### src/hdl/zol_map.vh
// Constants for the zero-overhead loop controller
`ifndef ZOL_MAP_VH
`define ZOL_MAP_VH
// Register offsets on the plain register port
`define ZOL_OFF_COUNT 4'h0
`define ZOL_OFF_BEGIN 4'h1
`define ZOL_OFF_END 4'h2
`define ZOL_OFF_STATUS 4'h3
`define ZOL_OFF_LOOPBACKS 4'h4
// Status field positions
`define ZOL_ST_ACTIVE 0
`define ZOL_ST_EXCM 1
`define ZOL_ST_STALL 2
// Address arithmetic for loop setup
`define ZOL_BEGIN_INC 32'h00000003
`define ZOL_END_INC 32'h00000004
// Reset values
`define ZOL_RST_WORD 32'h00000000
// Extra cycles spent on a slowed loop-back
`define ZOL_SLOW_CYCLES 1
`endif

### src/hdl/zol_loop_ctrl.v
// Zero-overhead loop controller for the instruction fetch path
//
// What this block does
// (RULE1) Setup loads counter with source minus one
// (RULE2) Zero source wraps, loops two-to-32 times
// (RULE3) End is setup address plus four plus offset
// (RULE4) Begin is setup address plus three
// (RULE5) Sequential hit on end, nonzero count: redirect
// (RULE6) Redirect in fetch, no branch penalty
// (RULE7) Branch or jump to end never loops
// (RULE8) Software avoids call as last instruction
// (RULE9) One register set; new setup overwrites
// (RULE10) Software aligns first loop-body instruction
// (RULE11) Exception mode suppresses loop-back; a redirect already held pending for the extra cycle still issues
// (RULE12) First loop-back may cost one cycle
// (RULE13) Sync or end write slows next loop-back
// (RULE14) Compare every sequential next-fetch address
//
// Our own choices: the plain strobed port and the placing of the registers.
`timescale 1ns/100ps
`include "zol_map.vh"
module zol_loop_ctrl #(
  parameter AW = 32
) (
  // Clock and reset
  input wire core_clk_in,
  input wire reset_in,
  // Loop setup from execute
  input wire setup_valid_in,
  input wire [AW-1:0] setup_pc_in,
  input wire [AW-1:0] setup_src_in,
  input wire [7:0] loop_offset_field_in,
  // Processor state and sync
  input wire exception_mode_flag_in,
  input wire instruction_sync_op_in,
  // Fetch side
  input wire fetch_valid_in,
  input wire fetch_seq_in,
  input wire fetch_len3_in,
  input wire [AW-1:0] fetch_pc_in,
  // Register port
  input wire [3:0] reg_addr_in,
  input wire [31:0] reg_wdata_in,
  input wire reg_wr_in,
  input wire reg_rd_in,
  output reg [31:0] reg_rdata_out,
  // Fetch redirect
  output reg redirect_out,
  output reg [AW-1:0] redirect_pc_out,
  output reg fetch_stall_out,
  // Visible loop state
  output reg [AW-1:0] iteration_counter_out,
  output reg [AW-1:0] loop_begin_address_out,
  output reg [AW-1:0] loop_end_address_out
);
  // Architectural loop registers, single set only
  reg [AW-1:0] iteration_counter_reg;
  reg [AW-1:0] iteration_counter_next;
  reg [AW-1:0] loop_begin_address_reg;
  reg [AW-1:0] loop_begin_address_next;
  reg [AW-1:0] loop_end_address_reg;
  reg [AW-1:0] loop_end_address_next;
  // Slow-path flag: next loop-back takes an extra cycle
  reg slow_reg;
  reg slow_next;
  // Redirect held pending during the extra cycle
  reg pend_reg;
  reg pend_next;
  // Count of loop-backs taken, for software
  reg [31:0] loopbacks_reg;
  reg [31:0] loopbacks_next;
  // Read data staging
  reg [31:0] rdata_next;
  // Redirect outputs next values
  reg redirect_next;
  reg [AW-1:0] redirect_pc_next;
  reg stall_next;
  // Comparator results
  wire [AW-1:0] seq_pc;
  wire end_hit;
  wire take_back;

  // Sequential next-fetch compare against loop end
  zol_addr_cmp #(
    .AW(AW)
  ) u_cmp (
    .fetch_pc_in(fetch_pc_in),
    .fetch_len3_in(fetch_len3_in),
    .loop_end_in(loop_end_address_reg),
    .seq_pc_out(seq_pc),
    .hit_out(end_hit)
  );

  // Cut a value to the 32-bit bus width
  function [31:0] to_word;
    input [AW-1:0] v;
    begin
      to_word = v[31:0];
    end
  endfunction

  // (RULE7) Only sequential fetches loop
  // (RULE11) Suppressed in exception mode
  // (RULE14) Both fetch lengths, 2 and 3 bytes, compared
  assign take_back = fetch_valid_in & fetch_seq_in & end_hit &
    (iteration_counter_reg != {AW{1'b0}}) & ~exception_mode_flag_in & ~pend_reg;

  // Next-state logic for loop registers and redirect
  always @* begin
    iteration_counter_next = iteration_counter_reg;
    loop_begin_address_next = loop_begin_address_reg;
    loop_end_address_next = loop_end_address_reg;
    slow_next = slow_reg;
    pend_next = 1'b0;
    loopbacks_next = loopbacks_reg;
    redirect_next = 1'b0;
    redirect_pc_next = redirect_pc_out;
    stall_next = 1'b0;
    // (RULE13) Sync op slows next loop-back
    if (instruction_sync_op_in) begin
      slow_next = 1'b1;
    end
    // Held redirect issues after the extra cycle
    if (pend_reg) begin
      redirect_next = 1'b1;
      redirect_pc_next = loop_begin_address_reg;
      iteration_counter_next = iteration_counter_reg - {{(AW-1){1'b0}}, 1'b1};
      loopbacks_next = loopbacks_reg + 32'h1;
    end else if (take_back) begin
      // (RULE12) Slowed loop-back waits one cycle
      if (slow_reg) begin
        pend_next = 1'b1;
        stall_next = 1'b1;
        slow_next = 1'b0;
      end else begin
        // (RULE5) Redirect to begin, decrement count
        // (RULE6) Redirect registered, reaches fetch the cycle after the hit
        redirect_next = 1'b1;
        redirect_pc_next = loop_begin_address_reg;
        iteration_counter_next = iteration_counter_reg - {{(AW-1){1'b0}}, 1'b1};
        loopbacks_next = loopbacks_reg + 32'h1;
      end
    end
    // Software writes to loop registers
    if (reg_wr_in) begin
      case (reg_addr_in)
        `ZOL_OFF_COUNT: begin
          iteration_counter_next = reg_wdata_in[AW-1:0];
        end
        `ZOL_OFF_BEGIN: begin
          loop_begin_address_next = reg_wdata_in[AW-1:0];
        end
        `ZOL_OFF_END: begin
          // (RULE13) End write slows next loop-back
          loop_end_address_next = reg_wdata_in[AW-1:0];
          slow_next = 1'b1;
        end
        `ZOL_OFF_LOOPBACKS: begin
          loopbacks_next = reg_wdata_in;
        end
        default: begin
          slow_next = slow_next;
        end
      endcase
    end
    // Setup wins over everything but the loop-back count; one set of registers
    if (setup_valid_in) begin
      // (RULE1) Counter is source minus one
      // (RULE2) Zero wraps to all ones
      iteration_counter_next = setup_src_in - {{(AW-1){1'b0}}, 1'b1};
      // (RULE4) Begin after setup instruction
      loop_begin_address_next = setup_pc_in + `ZOL_BEGIN_INC;
      // (RULE3) End with zero-extended offset
      loop_end_address_next = setup_pc_in + `ZOL_END_INC +
        {{(AW-8){1'b0}}, loop_offset_field_in};
      // (RULE9) Overwrite; new loop is a first loop-back
      // (RULE12) First loop-back takes the extra cycle
      slow_next = 1'b1;
      pend_next = 1'b0;
      redirect_next = 1'b0;
      stall_next = 1'b0;
    end
  end

  // Read mux; data appears the cycle after the strobe
  always @* begin
    rdata_next = 32'h00000000;
    if (reg_rd_in) begin
      case (reg_addr_in)
        `ZOL_OFF_COUNT: begin
          rdata_next = to_word(iteration_counter_reg);
        end
        `ZOL_OFF_BEGIN: begin
          rdata_next = to_word(loop_begin_address_reg);
        end
        `ZOL_OFF_END: begin
          rdata_next = to_word(loop_end_address_reg);
        end
        `ZOL_OFF_STATUS: begin
          rdata_next[`ZOL_ST_ACTIVE] = (iteration_counter_reg != {AW{1'b0}});
          rdata_next[`ZOL_ST_EXCM] = exception_mode_flag_in;
          rdata_next[`ZOL_ST_STALL] = slow_reg;
        end
        `ZOL_OFF_LOOPBACKS: begin
          rdata_next = loopbacks_reg;
        end
        default: begin
          rdata_next = 32'h00000000;
        end
      endcase
    end
  end

  // State registers
  always @(posedge core_clk_in or posedge reset_in) begin
    if (reset_in) begin
      iteration_counter_reg <= {AW{1'b0}};
      loop_begin_address_reg <= {AW{1'b0}};
      loop_end_address_reg <= {AW{1'b0}};
      slow_reg <= 1'b1;
      pend_reg <= 1'b0;
      loopbacks_reg <= `ZOL_RST_WORD;
    end else begin
      iteration_counter_reg <= iteration_counter_next;
      loop_begin_address_reg <= loop_begin_address_next;
      loop_end_address_reg <= loop_end_address_next;
      slow_reg <= slow_next;
      pend_reg <= pend_next;
      loopbacks_reg <= loopbacks_next;
    end
  end

  // Output flops; all outputs come straight from here
  always @(posedge core_clk_in or posedge reset_in) begin
    if (reset_in) begin
      reg_rdata_out <= `ZOL_RST_WORD;
      redirect_out <= 1'b0;
      redirect_pc_out <= {AW{1'b0}};
      fetch_stall_out <= 1'b0;
      iteration_counter_out <= {AW{1'b0}};
      loop_begin_address_out <= {AW{1'b0}};
      loop_end_address_out <= {AW{1'b0}};
    end else begin
      reg_rdata_out <= rdata_next;
      redirect_out <= redirect_next;
      redirect_pc_out <= redirect_pc_next;
      fetch_stall_out <= stall_next;
      iteration_counter_out <= iteration_counter_next;
      loop_begin_address_out <= loop_begin_address_next;
      loop_end_address_out <= loop_end_address_next;
    end
  end
endmodule

### src/hdl/zol_addr_cmp.v
// Loop-end comparator with sequential next-fetch address
`timescale 1ns/100ps
module zol_addr_cmp #(
  parameter AW = 32
) (
  // Fetch side
  input wire [AW-1:0] fetch_pc_in,
  input wire fetch_len3_in,
  // Loop end
  input wire [AW-1:0] loop_end_in,
  // Results
  output wire [AW-1:0] seq_pc_out,
  output wire hit_out
);
  // Length is 2 or 3 bytes; any alignment counts
  assign seq_pc_out = fetch_pc_in + (fetch_len3_in ? 32'h3 : 32'h2);
  assign hit_out = (seq_pc_out == loop_end_in);
endmodule

### config.mk
export PLATFORM = sky130hd
export DESIGN_NAME = zol_loop_ctrl
export DESIGN_NICKNAME = d
export VERILOG_FILES = /design/src/hdl/zol_loop_ctrl.v /design/src/hdl/zol_addr_cmp.v
export VERILOG_INCLUDE_DIRS = /design/src /design/src/hdl
export SDC_FILE = /design/constraint.sdc
export NUM_CORES = 1
export LEC_CHECK = 0
export BUFFER_PORTS_ARGS = -buffer_cell sky130_fd_sc_hd__buf_2
export CORE_MARGIN = 2
export CORE_UTILIZATION = 55
export DETAILED_ROUTE_END_ITERATION = 10
export PLACE_DENSITY = 0.9
export SETUP_SLACK_MARGIN = 0.1
export SYNTH_ARGS = -nofsm -noshare
export SYNTH_HDL_FRONTEND = slang
export SYNTH_SLANG_ARGS = --single-unit
### constraint.sdc
create_clock -name core_clk_in -period 7.5 [get_ports core_clk_in]
set_input_delay 1.5 -clock core_clk_in [delete_from_list [all_inputs] [get_ports core_clk_in]]
set_output_delay 1.5 -clock core_clk_in [all_outputs]
set_load 0.1 [all_outputs]
## Word level (Yosys, flattened, before mapping)

Cells that the tools add are included.

| storage, ports and cells | value |
|---|---|
| input port bits | 150 |
| flip-flop bits (word level) | 195 |
| logic and storage cells | 77 |

| operators by class | value |
|---|---|
| mux-type cells | 39 |
| add/sub/neg operators | 7 |
| reductions and logical operators | 9 |
| bitwise logic cells | 7 |
| eq/ne operators | 6 |

Operators by type and width:

| operator | number |
|---|---|
| 32-bit two-way mux | 21 |
| 29-bit case mux with 4 select lines | 1 |
| 32-bit by 1-bit subtractor with 32-bit output (second input constant) | 2 |
| 32-bit by 1-bit adder with 32-bit output (second input constant) | 1 |
| 32-bit by 2-bit adder with 32-bit output (second input constant) | 1 |
| 32-bit by 3-bit adder with 32-bit output (second input constant) | 1 |
| 32-bit adder | 1 |
| 32-bit by 8-bit adder with 32-bit output | 1 |
| 32-bit equality test | 1 |
| 32-bit nonzero test | 1 |
| 1-bit two-way mux | 16 |
| 3-bit case mux with 5 select lines | 1 |
| 4-bit by 2-bit equality test with 1-bit output (second input constant) | 2 |
| 2-bit nonzero test | 4 |
| 2-bit AND reduction | 3 |
| 1-bit AND | 5 |
| 4-bit by 1-bit equality test with 1-bit output (second input constant) | 1 |
| 4-bit by 3-bit equality test with 1-bit output (second input constant) | 1 |
| 4-bit zero test | 1 |
| 2-bit != test (second input constant) | 1 |
| 1-bit inverter | 2 |

## Depth between registers and ports, before layout

| logic depth | value |
|---|---|
| word-level depth | 12 |
| depth in mapped cells | 16 |
| depth with buffers taken out | 14 |

## By module

A second synthesis with hierarchy kept.

| second synthesis, totals | value |
|---|---|
| cell total of the unflattened synthesis | 1621 |
| area total of the unflattened synthesis | 13932.1 µm² |

Modules (own cells, without submodules):

| module | cells an instance | area each (µm²) | times used |
|---|---|---|---|
| zol_loop_ctrl | 1405 | 12276.8 | 1 |
| zol_addr_cmp | 216 | 1655.3 | 1 |

## Least setup slack after synthesis

No wires, ideal clock.

| timing | value |
|---|---|
| path kind | input-to-reg |
| start | input fetch_len3_in |
| end | register loopbacks_reg[29] |
| required time | 7.376 ns |
| setup slack | 2.531 ns |
| stages | 15 |
| arrival | 4.845 ns |
| path buffers | 2 |
| path through | ha_1 > inv_1 > ha_1 > xor2_1 > nand4b_1 > or4_1 > or3b_2 > nor4b_1 > nand4b_1 > o31a_1 > or4b_1 > buf_2 > buf_6 > o21a_1 > o31a_1 |

| between the ends | value |
|---|---|
| word-level cells in the longest chain between the ends | 11 |

RTL lines:

| item | line | text |
|---|---|---|
| start: declaration | zol_loop_ctrl.v:39 | `input wire fetch_len3_in,` |
| 1-bit two-way mux * | zol_addr_cmp.v:16 | `assign seq_pc_out = fetch_pc_in + (fetch_len3_in ? 32'h3 : 32'h2);` |
| 32-bit adder * | zol_addr_cmp.v:16 |  |
| 32-bit equality test * | zol_addr_cmp.v:17 | `assign hit_out = (seq_pc_out == loop_end_in);` |
| 1-bit AND * (2 in a row) | zol_loop_ctrl.v:105 | `assign take_back = fetch_valid_in & fetch_seq_in & end_hit &` |
| 1-bit AND * (2 in a row) | zol_loop_ctrl.v:106 | `(iteration_counter_reg != {AW{1'b0}}) & ~exception_mode_flag_in & ~pend_reg;` |
| 32-bit two-way mux * | zol_loop_ctrl.v:129 | `end else if (take_back) begin` |
| 32-bit two-way mux * | zol_loop_ctrl.v:124 | `if (pend_reg) begin` |
| 32-bit two-way mux | zol_loop_ctrl.v:146 | `case (reg_addr_in)` |
| 32-bit two-way mux * | zol_loop_ctrl.v:145 | `if (reg_wr_in) begin` |
| named net loopbacks_next[29] | zol_loop_ctrl.v:71 | `reg [31:0] loopbacks_next;` |
| end signal: assignment | zol_loop_ctrl.v:222 | `` loopbacks_reg <= `ZOL_RST_WORD; `` |
| end signal: assignment | zol_loop_ctrl.v:229 | `loopbacks_reg <= loopbacks_next;` |
| end: declaration | zol_loop_ctrl.v:70 | `reg [31:0] loopbacks_reg;` |

The timed path passes the listed nets; every way through them passes the cells marked *.
A chain may end at the register's enable or synchronous reset.

## Worst setup path in the final report

| timing | value |
|---|---|
| start | input fetch_len3_in |
| end | register loopbacks_reg[19] |

Same word-level chain as after synthesis.

==> flow_metrics.env <==
export IMPL_status="finished clean"
export IMPL_synth_warnings=0
export IMPL_area_growth_pct=18.1
export IMPL_arrival_ps=6020
export IMPL_grt_setup_unrepaired="false"
export IMPL_worst_clock_skew_ps=12.2
export IMPL_port_buffers=311
export IMPL_netlist_cell_type_count=67
export IMPL_worst_r2r_setup_slack_ps=2770
export IMPL_max_slew_worst_pin_slew_ps=1350
export IMPL_totalWireLength_um=45300
export IMPL_grt_start_max_net_pins=123
export IMPL_syn_std_cell_area_um2=12900
export IMPL_stdcell_area_um2=15300
export IMPL_crit_required_ps=7820
export IMPL_avgRoutedWirePerCell_um=22.1
export IMPL_syn_mean_instance_area_um2=8.82
export IMPL_die_area_um2=24700
export IMPL_coreArea_um2=23300
export IMPL_final_hold_violation_count=0
export IMPL_rows=56
export IMPL_postPlaceCellArea_um2=14600
export IMPL_seq_total_area_yosys_pct=37.8
export IMPL_stdcell_count=2046
export IMPL_critical_path_max_fanout=26
export IMPL_cts_made_buffers=17
export IMPL_drv_slew=0
export IMPL_place_worst_setup_slack_ps=1420
export IMPL_final_core_util_pct=65.6
export IMPL_category_of_the_worst_setup_path_launch_point="input pin"
export IMPL_wl_met1_um=17100
export IMPL_crit_path_cell_trace="buf_2 -> ha_1 -> inv_1 -> ha_1 -> nand2b_1 -> nor4_1 -> nand3_1 -> xnor2_1 -> a2111oi_0 -> nand4b_1 -> o31a_2 -> or4b_1 -> o31a_1 -> o31a_1"
export IMPL_cts_tree="built"
export IMPL_route_met3_wl_um=4670
export IMPL_met2WireLength_um=20700
export IMPL_fin_hold_ws_ps=506
export IMPL_setup_viol=0
export IMPL_globalRouteTotalUtil_pct=36.3
export IMPL_power_total_mw=3.35
export IMPL_die_w_um=157
export IMPL_synth_enable_flop_cells=0
export IMPL_power_density_nw_per_um2=219
export IMPL_holdBufCountCts=0
export IMPL_top_signal_layer_used="met5"
export IMPL_setup_tns_final_ps=0
export IMPL_detail_route_vias_per_cell=6.42
export IMPL_capturing_element_type_of_the_critical_path="flop"
export IMPL_kind_of_path_behind_the_tightest_hold_check="flop to flop"
export IMPL_root_buffer="clkbuf_16"
export IMPL_detailed_placement_hpwl_um=32900
export IMPL_crit_slowest_cell="or4b_1"
export IMPL_ir_drop_mv=0.208
export IMPL_ctsHtreeMaxLevel=4
export IMPL_cts_max_path_buffers=2
export IMPL_cts_num_sinks=195
export IMPL_clk_latency_ps=440
export IMPL_min_clock_period_post_route_ps=5700
export IMPL_worst_setup_path_type="input pin to flop"
export IMPL_post_route_worst_setup_slack_ps=1800
export IMPL_initial_core_util_pct=55.6
export IMPL_cts_repair_resized=0
export IMPL_async_reset_ff_share_pct=100
export IMPL_placed_cells_incl_taps=2012
export IMPL_grt_antenna_before_repair=3
export IMPL_drv_max_cap_violation_count=0
export IMPL_timing_max_slew_rel_slack_pct=9.58
export IMPL_detail_route_antenna_nets=0
export IMPL_clock_fmax_ghz=0.176
export IMPL_synthesis_instances=1466
export IMPL_power_static_leakage_nw=6.95
export IMPL_ys_ff_latch=195
export IMPL_gp_routability_congestion=0.970
export IMPL_finalNetCount=1886
export IMPL_syn_num_nets=1640
export IMPL_cts_clk_slew_worst_paths_ps=70
export IMPL_first_pass_grt_wire_length_um=68800
export IMPL_post_cts_setup_buffers=0
export IMPL_ys_dominant_reg_cell="dfrtp_1"
export IMPL_grt_overflow_total=0
export IMPL_critPathMaxStageDelay_ps=880
export IMPL_vias=13139
export IMPL_die_height_um=157
export IMPL_drt_pre_antenna_iters=6
export IMPL_io_pins=312
export IMPL_layout_drive_gt1_share_pct=23.7
export IMPL_min_period_over_period_pct=75.9
export IMPL_drt_first_iter_violations=1631
export IMPL_drc=0
export IMPL_via_count_of_the_first_global_routing_pass=12368
==> critical path: cells and delay by family <==
family / cells / cell delay (ps)
AOI/OAI and AO/OA: 4 / 1570
xor gates and xnor gates: 1 / 180
and+or+nand+nor: 5 / 2230
buffers and inverters: 2 / 140
adders and majority gates: 2 / 400
==> logic make-up after synthesis <==
kind of cell               after synthesis  synth area share, %
and+or+nand+nor                        525                 20.8
AOI/OAI and AO/OA                      346                 17.1
DFF                                    195                 37.8
buffers and inverters                  126                 3.77
adders and majority gates               24                 2.38
muxes                                   88                 7.16
xor gates and xnor gates               162                 11.0
==> power by group <==
part	switching (mW)	total [mW]	internal, mW
Combinational	0.783	1.04	0.258
Sequential	0.159	1.31	1.15
Clock	0.434	0.998	0.564
==> synth_stat cells, types with 28 or more instances <==
library cell / n / area share [%]
dfrtp_1: 194 / 38
nor3_1: 48 / 1.9
clkbuf_1: 81 / 2.4
nand3_1: 46 / 1.8
nand2_1: 156 / 4.5
a22oi_1: 61 / 3.5
mux2i_1: 52 / 4.0
a21oi_1: 87 / 3.4
a211oi_1: 28 / 1.6
xnor2_1: 91 / 6.2
nor2_1: 71 / 2.1
o21ai_0: 87 / 3.4
nor4_1: 30 / 1.5
inv_1: 31 / 0.90
and3_1: 45 / 2.2
mux2_2: 36 / 3.1
xor2_1: 71 / 4.8
==> final timing paths <==
path / cells after the start / startpoint / to
min in group asynchronous: 2 / reset_in / reg_rdata_out[26]$_DFF_PP0_
hold reg to reg: 1 / redirect_pc_out[28]$_DFFE_PP0P_ / redirect_pc_out[28]$_DFFE_PP0P_
setup reg to reg: 11 / iteration_counter_out[4]$_DFF_PP0_ / iteration_counter_out[6]$_DFF_PP0_
setup / recovery: 14 / fetch_len3_in / loopbacks_reg[19]$_DFF_PP0_
hold / removal: 1 / redirect_pc_out[28]$_DFFE_PP0P_ / redirect_pc_out[28]$_DFFE_PP0P_
max in group asynchronous: 3 / reset_in / loop_begin_address_out[10]$_DFFE_PP0P_
==> placed cells by master (no fill, tap or decap), types with 13 or more instances in the layout <==
| cell type | n |
|---|---|
| xor2_1 | 71 |
| nand4_1 | 26 |
| mux2_2 | 36 |
| ha_1 | 23 |
| a22oi_1 | 61 |
| nand2b_1 | 15 |
| or3_1 | 16 |
| dfrtp_1 | 194 |
| nor2_1 | 71 |
| nand2_1 | 155 |
| buf_2 | 310 |
| o221ai_1 | 13 |
| inv_1 | 30 |
| mux2i_1 | 52 |
| clkbuf_16 | 17 |
| nand3_1 | 46 |
| and3_1 | 45 |
| a211oi_1 | 28 |
| a21oi_1 | 87 |
| nor3_1 | 48 |
| o21ai_0 | 87 |
| nor4_1 | 29 |
| xnor2_1 | 91 |
==> metal layers <==
metal / up-vias / track usage [%]
met4: 2 / 19.7
met3: 197 / 6.77
li1: 5839 / -
met2: 903 / 57.6
met1: 6198 / 47.2
met5: - / 0
==> area by class of cell <==
cell class	count	area [um2]
Clock inverter	14	200
Fill cell	1958	8000
Tap cell	319	399
Antenna cell	2	5.00
Multi-Input combinational cell	1145	7580
Inverter	31	124
Clock buffer	18	429
Sequential cell	195	4880
Timing Repair Buffer	322	1640
Power figures use the tool's default switching activity.
